--- config.mk ---
export PLATFORM = sky130hd
export DESIGN_NAME = irq_flag_bank
export DESIGN_NICKNAME = d
export VERILOG_FILES = /design/src/verilog/irq_bank_pkg.sv /design/src/verilog/irq_bank_if.sv /design/src/verilog/irq_wb_slave.sv /design/src/verilog/irq_flag_bank.sv
export SDC_FILE = /design/constraint.sdc
export NUM_CORES = 1
export LEC_CHECK = 0
export BUFFER_PORTS_ARGS = -buffer_cell sky130_fd_sc_hd__clkbuf_2
export CORE_MARGIN = 2
export CORE_UTILIZATION = 32
export DETAILED_ROUTE_END_ITERATION = 10
export PLACE_DENSITY = 0.67
export RECOVER_POWER = 25
export SLEW_MARGIN = 30
export SYNTH_ARGS = -nofsm -noshare
export SYNTH_HDL_FRONTEND = slang
export SYNTH_SLANG_ARGS = --single-unit
--- constraint.sdc ---
create_clock -name MCLK_I -period 2.1 [get_ports MCLK_I]
set_input_delay 0.42 -clock MCLK_I [delete_from_list [all_inputs] [get_ports MCLK_I]]
set_output_delay 0.42 -clock MCLK_I [all_outputs]
set_load 0.01 [all_outputs]
--- src/verilog/irq_bank_pkg.sv ---
// Purpose: constants and types shared by the peripheral interrupt flag bank
// Assumes: 8-bit registers placed on a 32-bit classic wishbone bus
// Notes: one word per register, data in the low byte
package irq_bank_pkg;
    // register byte addresses
    localparam logic [4:0] ADR_FLAGS_ONE = 5'h00;
    localparam logic [4:0] ADR_FLAGS_TWO = 5'h04;
    localparam logic [4:0] ADR_CAN_FLAGS = 5'h08;
    localparam logic [4:0] ADR_ENABLES_ONE = 5'h0c;
    localparam logic [4:0] ADR_ENABLES_TWO = 5'h10;
    localparam logic [4:0] ADR_CAN_ENABLES = 5'h14;
    localparam logic [4:0] ADR_CONTROL = 5'h18;
    // number of registers with an address
    localparam int NUM_REGS = 7;
    // bit positions
    localparam int BIT_RX_SERIAL = 5;
    localparam int BIT_CAPCMP = 2;
    localparam int BIT_ENH_CAPCMP = 0;
    localparam int BIT_PARALLEL = 7;
    localparam int BIT_UNUSED_TWO = 5;
    localparam int BIT_TX2 = 4;
    localparam int BIT_TX1 = 3;
    localparam int BIT_TX0 = 2;
    localparam int BIT_RX1 = 1;
    localparam int BIT_RX0 = 0;
    localparam int BIT_CTL_GLOBAL = 0;
    localparam int BIT_CTL_PRIO = 1;
    // writable bit masks per register
    localparam logic [7:0] MASK_FLAGS_ONE = 8'hdf;
    localparam logic [7:0] MASK_FLAGS_TWO = 8'hdf;
    localparam logic [7:0] MASK_ENABLES_TWO = 8'hdf;
    localparam logic [7:0] MASK_FULL = 8'hff;
    localparam logic [7:0] MASK_CAN_LEGACY_ONLY = 8'h0c;
    localparam logic [7:0] RESET_BYTE = 8'h00;
    // can operating modes
    localparam logic [1:0] CAN_MODE_LEGACY = 2'h0;
    localparam logic [1:0] CAN_MODE_ENH = 2'h1;
    localparam logic [1:0] CAN_MODE_FIFO = 2'h2;
    typedef enum logic [1:0] {
        BUS_IDLE = 2'b01,
        BUS_ACK = 2'b10
    } bus_state_type;
endpackage

--- src/verilog/irq_bank_if.sv ---
// Purpose: register file carrier between the bus slave and the flag bank
// Assumes: single clock
// Notes: wr and rd are one-cycle strobes
`timescale 1ns/1ps
interface irq_bank_if;
    logic wr;
    logic rd;
    logic [4:0] adr;
    logic [7:0] wdata;
    logic [7:0] rdata;
    logic hit;
    modport slave (output wr, output rd, output adr, output wdata, input rdata, input hit);
    modport bank (input wr, input rd, input adr, input wdata, output rdata, output hit);
endinterface

--- src/verilog/irq_wb_slave.sv ---
// Purpose: classic wishbone slave that turns cycles into register strobes
// Assumes: one access per cycle pair, ack one cycle after stb
// Notes: unmapped addresses answer with err instead of ack
`timescale 1ns/1ps
module irq_wb_slave (
    // clock and reset
    input wire logic clk_i,
    input wire logic rst_n_i,
    input wire logic ce_i,
    // wishbone
    input wire logic cyc_i,
    input wire logic stb_i,
    input wire logic we_i,
    input wire logic [4:0] adr_i,
    input wire logic [3:0] sel_i,
    input wire logic [31:0] dat_i,
    output logic [31:0] dat_o,
    output logic ack_o,
    output logic err_o,
    // register side
    irq_bank_if.slave rf
);
    typedef struct packed {
        irq_bank_pkg::bus_state_type st;
        logic ack;
        logic err;
        logic [31:0] dat;
    } slave_state_type;
    slave_state_type s_r, s_nxt;
    logic go;

    // a request is taken only in idle, so each cycle gets exactly one answer
    assign go = cyc_i && stb_i && (s_r.st == irq_bank_pkg::BUS_IDLE);
    assign rf.adr = adr_i;
    assign rf.wdata = dat_i[7:0];
    assign rf.wr = go && we_i && sel_i[0] && rf.hit; // upper lanes hold nothing
    assign rf.rd = go && !we_i && rf.hit;

    // answer state machine
    always_comb
    begin
        s_nxt = s_r;
        s_nxt.ack = 1'b0;
        s_nxt.err = 1'b0;
        unique case (s_r.st)
            irq_bank_pkg::BUS_IDLE:
            begin
                if (go)
                begin
                    s_nxt.st = irq_bank_pkg::BUS_ACK;
                    s_nxt.ack = rf.hit;
                    s_nxt.err = !rf.hit;
                    s_nxt.dat = {24'h000000, rf.rdata};
                end
            end
            irq_bank_pkg::BUS_ACK:
                s_nxt.st = irq_bank_pkg::BUS_IDLE;
        endcase
    end

    always_ff @(posedge clk_i)
    begin
        if (!rst_n_i)
        begin
            s_r <= '{st: irq_bank_pkg::BUS_IDLE, ack: 1'b0, err: 1'b0, dat: 32'h00000000};
        end
        else if (ce_i)
        begin
            s_r <= s_nxt;
        end
    end

    assign dat_o = s_r.dat;
    assign ack_o = s_r.ack;
    assign err_o = s_r.err;
endmodule

--- src/verilog/irq_flag_bank.sv ---
// Purpose: sticky peripheral flags, enables and combined request output
// Assumes: peripheral events are one-cycle pulses on the system clock
// Notes: hardware set wins over a software clear in the same cycle
//
// Design decisions made here: register access over Wishbone and the register offsets.
`timescale 1ns/1ps
// Overview of operation
// RULE1: timer-2 period match sets flags-one bit 1; software clears it.
// RULE2: timer-1 overflow sets flags-one bit 0; software clears it.
// RULE3: capture/compare flags set on capture or compare, never in pwm mode.
// RULE4: oscillator fail sets flags-two bit 7 once clock moved to internal oscillator.
// RULE5: comparator change sets flags-two bit 6; sticky until software clears.
// RULE6: nonvolatile write finish sets flags-two bit 4.
// RULE7: serial bus collision sets flags-two bit 3.
// RULE8: low-voltage trip sets flags-two bit 2.
// RULE9: timer-3 overflow sets flags-two bit 1.
// RULE10: bit 5 of flags-two and enables-two reads zero, ignores writes.
// RULE11: can flags 7,6,5 set on invalid message, wake activity, any error.
// RULE12: can bit 4 is buffer-2 done in mode 0, any tx done otherwise.
// RULE13: can bits 3,2 are buffer 1,0 done in mode 0, forced zero otherwise.
// RULE14: can bit 1 is buffer-1 receive in mode 0, any receive otherwise.
// RULE15: can bit 0 is buffer-0 receive, zero in mode 1, watermark in mode 2.
// RULE16: without priority levels, the global peripheral enable also gates requests.
// RULE17: each enable bit gates the flag at the same position.
// RULE18: in modes 1,2 enable bit 4 gates all tx buffer requests with per-buffer enables.
// RULE19: in modes 1,2 enable bit 1 gates all rx buffer requests with per-buffer enables.
// RULE20: can enable 0 gates buffer 0, reads zero in mode 1, watermark in mode 2.
// RULE21: all flags and enables reset to zero.
// RULE22: software keeps the parallel-port enable at zero on the small package.
// RULE23: flags set regardless of any enable.
// RULE24: priority on gives two request levels, off gives one level.
// RULE25: with priority off the global enable passes or blocks all peripheral requests.
// RULE26: serial receive flag is read-only, follows the receive buffer full state.
// RULE27: request asserted when any flag and its enable are both one.
module irq_flag_bank (
    // clock, enable and reset
    input wire logic MCLK_I,
    input wire logic CE_I,
    input wire logic RESET_N_I,
    // wishbone slave
    input wire logic WB_CYC_I,
    input wire logic WB_STB_I,
    input wire logic WB_WE_I,
    input wire logic [4:0] WB_ADR_I,
    input wire logic [3:0] WB_SEL_I,
    input wire logic [31:0] WB_DAT_I,
    output logic [31:0] WB_DAT_O,
    output logic WB_ACK_O,
    output logic WB_ERR_O,
    // peripheral event pulses, first flag register
    input wire logic [7:0] EVENTS_ONE_I,
    input wire logic SERIAL_RX_FULL_I,
    input wire logic CAPCMP_PWM_MODE_I,
    // peripheral event pulses, second flag register
    input wire logic [7:0] EVENTS_TWO_I,
    input wire logic ENH_CAPCMP_PWM_MODE_I,
    // can event pulses and mode
    input wire logic [7:0] CAN_EVENTS_I,
    input wire logic [1:0] CAN_MODE_I,
    input wire logic [7:0] CAN_TX_DONE_BUF_I,
    input wire logic [7:0] CAN_RX_NEW_BUF_I,
    input wire logic [7:0] PER_BUFFER_ENABLES_I,
    input wire logic [2:0] PER_TX_BUFFER_ENABLES_I,
    // requests toward the cpu
    output logic PERIPH_IRQ_O,
    output logic PERIPH_IRQ_HIGH_O,
    output logic PERIPH_IRQ_LOW_O,
    output logic SERIAL_RX_READ_O
);
    typedef struct packed {
        logic [7:0] flags_one;
        logic [7:0] peripheral_flags_two;
        logic [7:0] can_flags;
        logic [7:0] peripheral_enables_one;
        logic [7:0] peripheral_enables_two;
        logic [7:0] can_enables;
        logic periph_global_enable;
        logic priority_levels_on;
        logic irq;
        logic irq_high;
        logic irq_low;
        logic rx_read;
    } bank_state_type;
    bank_state_type s_r, s_nxt;

    irq_bank_if rf ();
    logic legacy;
    logic fifo_mode;
    logic [7:0] can_set;
    logic [7:0] can_mask;
    logic [7:0] ev_one;
    logic [7:0] ev_two;
    logic [7:0] pend_one;
    logic [7:0] pend_two;
    logic [7:0] pend_can;
    logic any_pend;
    logic [7:0] rd_mux;
    logic hit;

    irq_wb_slave bus (
        .clk_i(MCLK_I),
        .rst_n_i(RESET_N_I),
        .ce_i(CE_I),
        .cyc_i(WB_CYC_I),
        .stb_i(WB_STB_I),
        .we_i(WB_WE_I),
        .adr_i(WB_ADR_I),
        .sel_i(WB_SEL_I),
        .dat_i(WB_DAT_I),
        .dat_o(WB_DAT_O),
        .ack_o(WB_ACK_O),
        .err_o(WB_ERR_O),
        .rf(rf.slave)
    );

    // mode decode; mode 3 is reserved and treated like mode 2
    assign legacy = (CAN_MODE_I == irq_bank_pkg::CAN_MODE_LEGACY);
    assign fifo_mode = !legacy && (CAN_MODE_I != irq_bank_pkg::CAN_MODE_ENH);

    // capture/compare events masked in pwm mode
    always_comb
    begin
        ev_one = EVENTS_ONE_I;
        ev_one[irq_bank_pkg::BIT_CAPCMP] = EVENTS_ONE_I[irq_bank_pkg::BIT_CAPCMP]
            && !CAPCMP_PWM_MODE_I; // RULE3
        ev_two = EVENTS_TWO_I & irq_bank_pkg::MASK_FLAGS_TWO; // RULE10
        ev_two[irq_bank_pkg::BIT_ENH_CAPCMP] = EVENTS_TWO_I[irq_bank_pkg::BIT_ENH_CAPCMP]
            && !ENH_CAPCMP_PWM_MODE_I; // RULE3
    end

    // can set sources remapped per mode
    always_comb
    begin
        can_set = CAN_EVENTS_I; // RULE11
        can_mask = irq_bank_pkg::MASK_FULL;
        if (!legacy)
        begin
            can_set[irq_bank_pkg::BIT_TX2] = |CAN_TX_DONE_BUF_I; // RULE12
            can_set[irq_bank_pkg::BIT_RX1] = |CAN_RX_NEW_BUF_I; // RULE14
            can_mask = can_mask & ~irq_bank_pkg::MASK_CAN_LEGACY_ONLY; // RULE13
            if (!fifo_mode)
            begin
                can_mask[irq_bank_pkg::BIT_RX0] = 1'b0; // RULE15
            end
        end
    end

    // pending terms; group enables act with the per-buffer enables in modes 1,2
    always_comb
    begin
        pend_one = s_r.flags_one & s_r.peripheral_enables_one; // RULE17
        pend_two = s_r.peripheral_flags_two & s_r.peripheral_enables_two;
        pend_can = s_r.can_flags & s_r.can_enables;
        if (!legacy)
        begin
            pend_can[irq_bank_pkg::BIT_TX2] = s_r.can_flags[irq_bank_pkg::BIT_TX2]
                && s_r.can_enables[irq_bank_pkg::BIT_TX2]
                && ((|PER_TX_BUFFER_ENABLES_I) || (|PER_BUFFER_ENABLES_I)); // RULE18
            pend_can[irq_bank_pkg::BIT_RX1] = s_r.can_flags[irq_bank_pkg::BIT_RX1]
                && s_r.can_enables[irq_bank_pkg::BIT_RX1]
                && (|PER_BUFFER_ENABLES_I); // RULE19
        end
        any_pend = |{pend_one, pend_two, pend_can}; // RULE27
    end

    // register decode and read mux
    always_comb
    begin
        hit = 1'b1;
        rd_mux = irq_bank_pkg::RESET_BYTE;
        unique case (rf.adr)
            irq_bank_pkg::ADR_FLAGS_ONE: rd_mux = s_r.flags_one;
            irq_bank_pkg::ADR_FLAGS_TWO: rd_mux = s_r.peripheral_flags_two;
            irq_bank_pkg::ADR_CAN_FLAGS: rd_mux = s_r.can_flags;
            irq_bank_pkg::ADR_ENABLES_ONE: rd_mux = s_r.peripheral_enables_one;
            irq_bank_pkg::ADR_ENABLES_TWO: rd_mux = s_r.peripheral_enables_two;
            irq_bank_pkg::ADR_CAN_ENABLES: rd_mux = s_r.can_enables;
            irq_bank_pkg::ADR_CONTROL:
            begin
                rd_mux[irq_bank_pkg::BIT_CTL_GLOBAL] = s_r.periph_global_enable;
                rd_mux[irq_bank_pkg::BIT_CTL_PRIO] = s_r.priority_levels_on;
            end
            default: hit = 1'b0;
        endcase
    end
    assign rf.rdata = rd_mux;
    assign rf.hit = hit;

    // next state: software write first, hardware set or'ed on top so set wins
    always_comb
    begin
        s_nxt = s_r;
        if (rf.wr)
        begin
            unique case (rf.adr)
                irq_bank_pkg::ADR_FLAGS_ONE:
                    s_nxt.flags_one = rf.wdata & irq_bank_pkg::MASK_FLAGS_ONE; // RULE26
                irq_bank_pkg::ADR_FLAGS_TWO:
                    s_nxt.peripheral_flags_two = rf.wdata & irq_bank_pkg::MASK_FLAGS_TWO; // RULE10
                irq_bank_pkg::ADR_CAN_FLAGS:
                    s_nxt.can_flags = rf.wdata;
                irq_bank_pkg::ADR_ENABLES_ONE:
                    s_nxt.peripheral_enables_one = rf.wdata; // RULE22
                irq_bank_pkg::ADR_ENABLES_TWO:
                    s_nxt.peripheral_enables_two = rf.wdata & irq_bank_pkg::MASK_ENABLES_TWO; // RULE10
                irq_bank_pkg::ADR_CAN_ENABLES:
                    s_nxt.can_enables = rf.wdata;
                irq_bank_pkg::ADR_CONTROL:
                begin
                    s_nxt.periph_global_enable = rf.wdata[irq_bank_pkg::BIT_CTL_GLOBAL];
                    s_nxt.priority_levels_on = rf.wdata[irq_bank_pkg::BIT_CTL_PRIO];
                end
                default: s_nxt = s_r;
            endcase
        end
        // flags set regardless of enables
        s_nxt.flags_one = s_nxt.flags_one | (ev_one & irq_bank_pkg::MASK_FLAGS_ONE); // RULE1 RULE2 RULE23
        s_nxt.flags_one[irq_bank_pkg::BIT_RX_SERIAL] = SERIAL_RX_FULL_I; // RULE26
        s_nxt.peripheral_flags_two = s_nxt.peripheral_flags_two | ev_two; // RULE4 RULE5 RULE6 RULE7 RULE8 RULE9
        s_nxt.can_flags = (s_nxt.can_flags | can_set) & can_mask; // RULE13 RULE15
        s_nxt.can_enables = s_nxt.can_enables & can_mask; // RULE13 RULE20
        // single level: global enable gates all; two levels: global enable gates only the low level
        s_nxt.irq = any_pend && (s_r.priority_levels_on || s_r.periph_global_enable); // RULE16 RULE25
        s_nxt.irq_high = any_pend && s_r.priority_levels_on; // RULE24
        s_nxt.irq_low = any_pend && s_r.priority_levels_on && s_r.periph_global_enable; // RULE24
        // a read of the first flag register stands in for the receive buffer read
        s_nxt.rx_read = rf.rd && (rf.adr == irq_bank_pkg::ADR_FLAGS_ONE);
    end

    // all state registered; cleared on reset, frozen while clock enable low
    always_ff @(posedge MCLK_I)
    begin
        if (!RESET_N_I)
        begin
            s_r <= '0; // RULE21
        end
        else if (CE_I)
        begin
            s_r <= s_nxt;
        end
    end

    assign PERIPH_IRQ_O = s_r.irq;
    assign PERIPH_IRQ_HIGH_O = s_r.irq_high;
    assign PERIPH_IRQ_LOW_O = s_r.irq_low;
    assign SERIAL_RX_READ_O = s_r.rx_read;
endmodule

==> results by group <==
Outcome
  • Outcome: complete, no violations

Detailed routing
  • Final ANT Viol Nets: 0
  • Vias per Instance: 5.30
  • Drt total wl: 10400 um
  • DR WL/cell: about 16 um
  • Vias post-DR: approximately 3300
  • Initial DRT Pass Iterations: 7
  • Remaining DRCs: 0
  • Initial DRC Count: about 340

Global routing
  • Grt ovf: 0
  • GRT Util Overall: between 10% and 20%
  • First-pass GRT wire length: 16400 um
  • Largest net degree at the start of global routing: 53
  • Initial antenna violation count: 0
  • Vias in the first global route: 3244

Setup path
  • Crit path DAT: 2.12 ns
  • Crit end category: flip-flop
  • Slowest CP cell: or4_1
  • CP Max Fanout: 3
  • Worst EP required: 2.34 ns
  • CP startpoint kind: flip-flop
  • Setup CP Type: flip-flop to flip-flop
  • Crit path largest cell delay: 0.61 ns
  • CP Cell Sequence: a22o_1, a221oi_1, nand3_1, or4_1, a32o_1

Die
  • Die area: 12000 um2
  • Die X-Extent: 109 um
  • Top Ports: 141
  • Die span in y: 109 um
  • Num rows: 38
  • Core Area: approximately 11000 um2
  • Starting density of the core: 32.8%

Clock tree
  • TritonCTS Buffers: 9
  • CTS-repair resized insts: 0
  • TritonCTS clock tree: built
  • Clock Tree Buf Depth: 2
  • H-tree lvl count: 3
  • Reg clk slew, reported paths: 0.07 ns
  • Root buffer cell: clkbuf_8
  • Post-CTS Setup Inserts: 0
  • TritonCTS sink count: 64
  • Hold-fix buffers, CTS: 0
  • Worst-skew pair later-pin latency: between 0.3 and 0.4 ns

Yosys
  • Yosys reg bits: 64
  • Syn avg cell area: 9.05 um2
  • Synth area leaders: dfxtp_1 36%, mux2i_1 7.3%, buf_4 7.0%
  • Top post-synthesis cells by count: 64 x dfxtp_1, 38 x nand2_1, 33 x buf_4
  • Top FF cell, synth: dfxtp_1
  • Warnings, synthesis: 0
  • Mapped cell area: approximately 3600 um2
  • Most common cell in the synthesized netlist: dfxtp_1
  • Post-Syn Instances: 393
  • Leading area contributor after synthesis: dfxtp_1
  • Post-synth top area share: a little over a third
  • Sequential fraction of the synthesis area: a little over a third
  • Post-synth EDFFs: 0
  • Synth unique cells: 60
  • Asr flop ratio synth: 0%

Placed design
  • Port bufs: 87
  • Detail Placement HPWL: 7960 um
  • GP Congestion: 0.931

Pwr
  • Power Density: approximately 650 nW/um2
  • Worst IR drop on VDD: ~0.35 mV
  • Pleak: 1.78 nW

Job
  • Total of max-cap violations: 0

STA
  • Clock skew: ~0.0078 ns
  • TNS Setup: 0 ns
  • Crit path time final: 1.88 ns
  • Period utilization: 89.5%
  • Final Hold Vio Count: 0
  • Fmax: 532 MHz
  • Final setup fails: 0
  • Slew Viols, Final: 0
  • RSZ-0062 raised after global routing: false

Cells and area
  • Number of antenna diodes: 0
  • # fillers: approximately 1100
  • Final Util: 39.9%
  • Multi-input gate area: 1990 um2
  • Area grow syn2layout: 21.7%
  • Share of cells above drive strength 1: 26.9%
  • Storage cell area: approximately 1300 um2
  • Nets: 589

Min path
  • Hold Path Class: primary input to flip-flop
## kinds of logic (layout without fill, tap and decap cells)
kind of cell    Yosys count  count (layout)  share of synthesized area, %
buf+inv                  64             139                          10.4
compound gates          103             103                          21.9
flops                    64              64                          36.0
simple gates            125             125                          20.8
mux                      36              36                          10.8
other cells               1              24                         0.105
## layer usage
layer  GRT usage, %  share of wire [%]
met2           29.5                 48
met5              0                  0
met4           7.14                1.9
met1           22.6                 43
met3           4.68                7.4
## sequential cells by signal, indices dropped and copies added, names as in the netlist
register,cells
s_r,48
bus.dat_o,8
bus.s_r,2
PERIPH_IRQ_HIGH_O,1
PERIPH_IRQ_LOW_O,1
PERIPH_IRQ_O,1
SERIAL_RX_READ_O,1
bus.ack_o,1
bus.err_o,1
## area by class of cell
class / instances / share of cell area [%]
clock inverter: 3 / 1.50
inverter: 11 / 0.954
tap: 140 / 4.05
multi-input combinational: 288 / 46.0
clock buffer: 13 / 3.44
sequential: 64 / 29.6
timing repair buffer: 112 / 14.5
## worst max-delay path: cells and delay by family (launching register included)
family | cells | cell delay (ns)
flip-flops | 1 | 0.34
AND/OR/NAND/NOR | 2 | 0.72
AO/OA/AOI/OAI | 3 | 0.71
## power by group
group          internal (W)  leakage [nW]  switching (W)
Combinational      0.000143          1.16       0.000195
Sequential          0.00125         0.521      0.0000353
Clock              0.000701         0.108       0.000468
Total               0.00210          1.78       0.000699
## worst paths after layout
| path | startpoint | slack [ns] | endpoint | cells after the start |
|---|---|---|---|---|
| setup / recovery | s_r[42]$_SDFFE_PN0P_ | 0.22 | PERIPH_IRQ_LOW_O$_SDFFE_PN0P_ | 5 |
| hold / removal | EVENTS_TWO_I[4] | 0.30 | s_r[42]$_SDFFE_PN0P_ | 3 |
| setup reg to reg | s_r[42]$_SDFFE_PN0P_ | 0.22 | PERIPH_IRQ_LOW_O$_SDFFE_PN0P_ | 5 |
| hold reg to reg | bus.dat_o[1]$_SDFFE_PN0P_ | 0.46 | bus.dat_o[1]$_SDFFE_PN0P_ | 2 |
## cell usage in the layout, fill, tap and decap left out, types with 3 or more instances in the layout
| master | count |
|---|---|
| a21boi_0 | 8 |
| a21boi_1 | 7 |
| a21oi_1 | 12 |
| a222oi_1 | 10 |
| a22o_1 | 4 |
| a22oi_1 | 11 |
| a31oi_1 | 4 |
| a32o_1 | 3 |
| a32oi_1 | 3 |
| and2_1 | 4 |
| buf_4 | 22 |
| clkbuf_1 | 19 |
| clkbuf_2 | 72 |
| clkbuf_8 | 10 |
| conb_1 | 24 |
| dfxtp_1 | 64 |
| inv_1 | 10 |
| mux2_2 | 9 |
| mux2i_1 | 26 |
| nand2_1 | 38 |
| nand3_1 | 16 |
| nand3b_1 | 3 |
| nand4_1 | 3 |
| nor2_1 | 11 |
| nor2b_1 | 19 |
| nor3_1 | 3 |
| nor3_4 | 4 |
| nor4_1 | 6 |
| o211a_1 | 4 |
| o21ai_0 | 20 |
| o2bb2ai_1 | 3 |
## stage by stage
step	power [W]	cell area [um2]	cells	hold WS, ns	worst slack, ns
finish	0.00280	4330	631	0.298	0.221
global route	0.00291	4330	631	0.286	0.142
CTS	0.00282	4350	631	0.286	0.224
detailed placement	0.00165	4140	615	0.452	0.0754
global placement	0.00165	4140	615	0.449	0.110
floorplan	0.00153	3640	416	0.434	0.156
(Power assumes the default switching activity.)
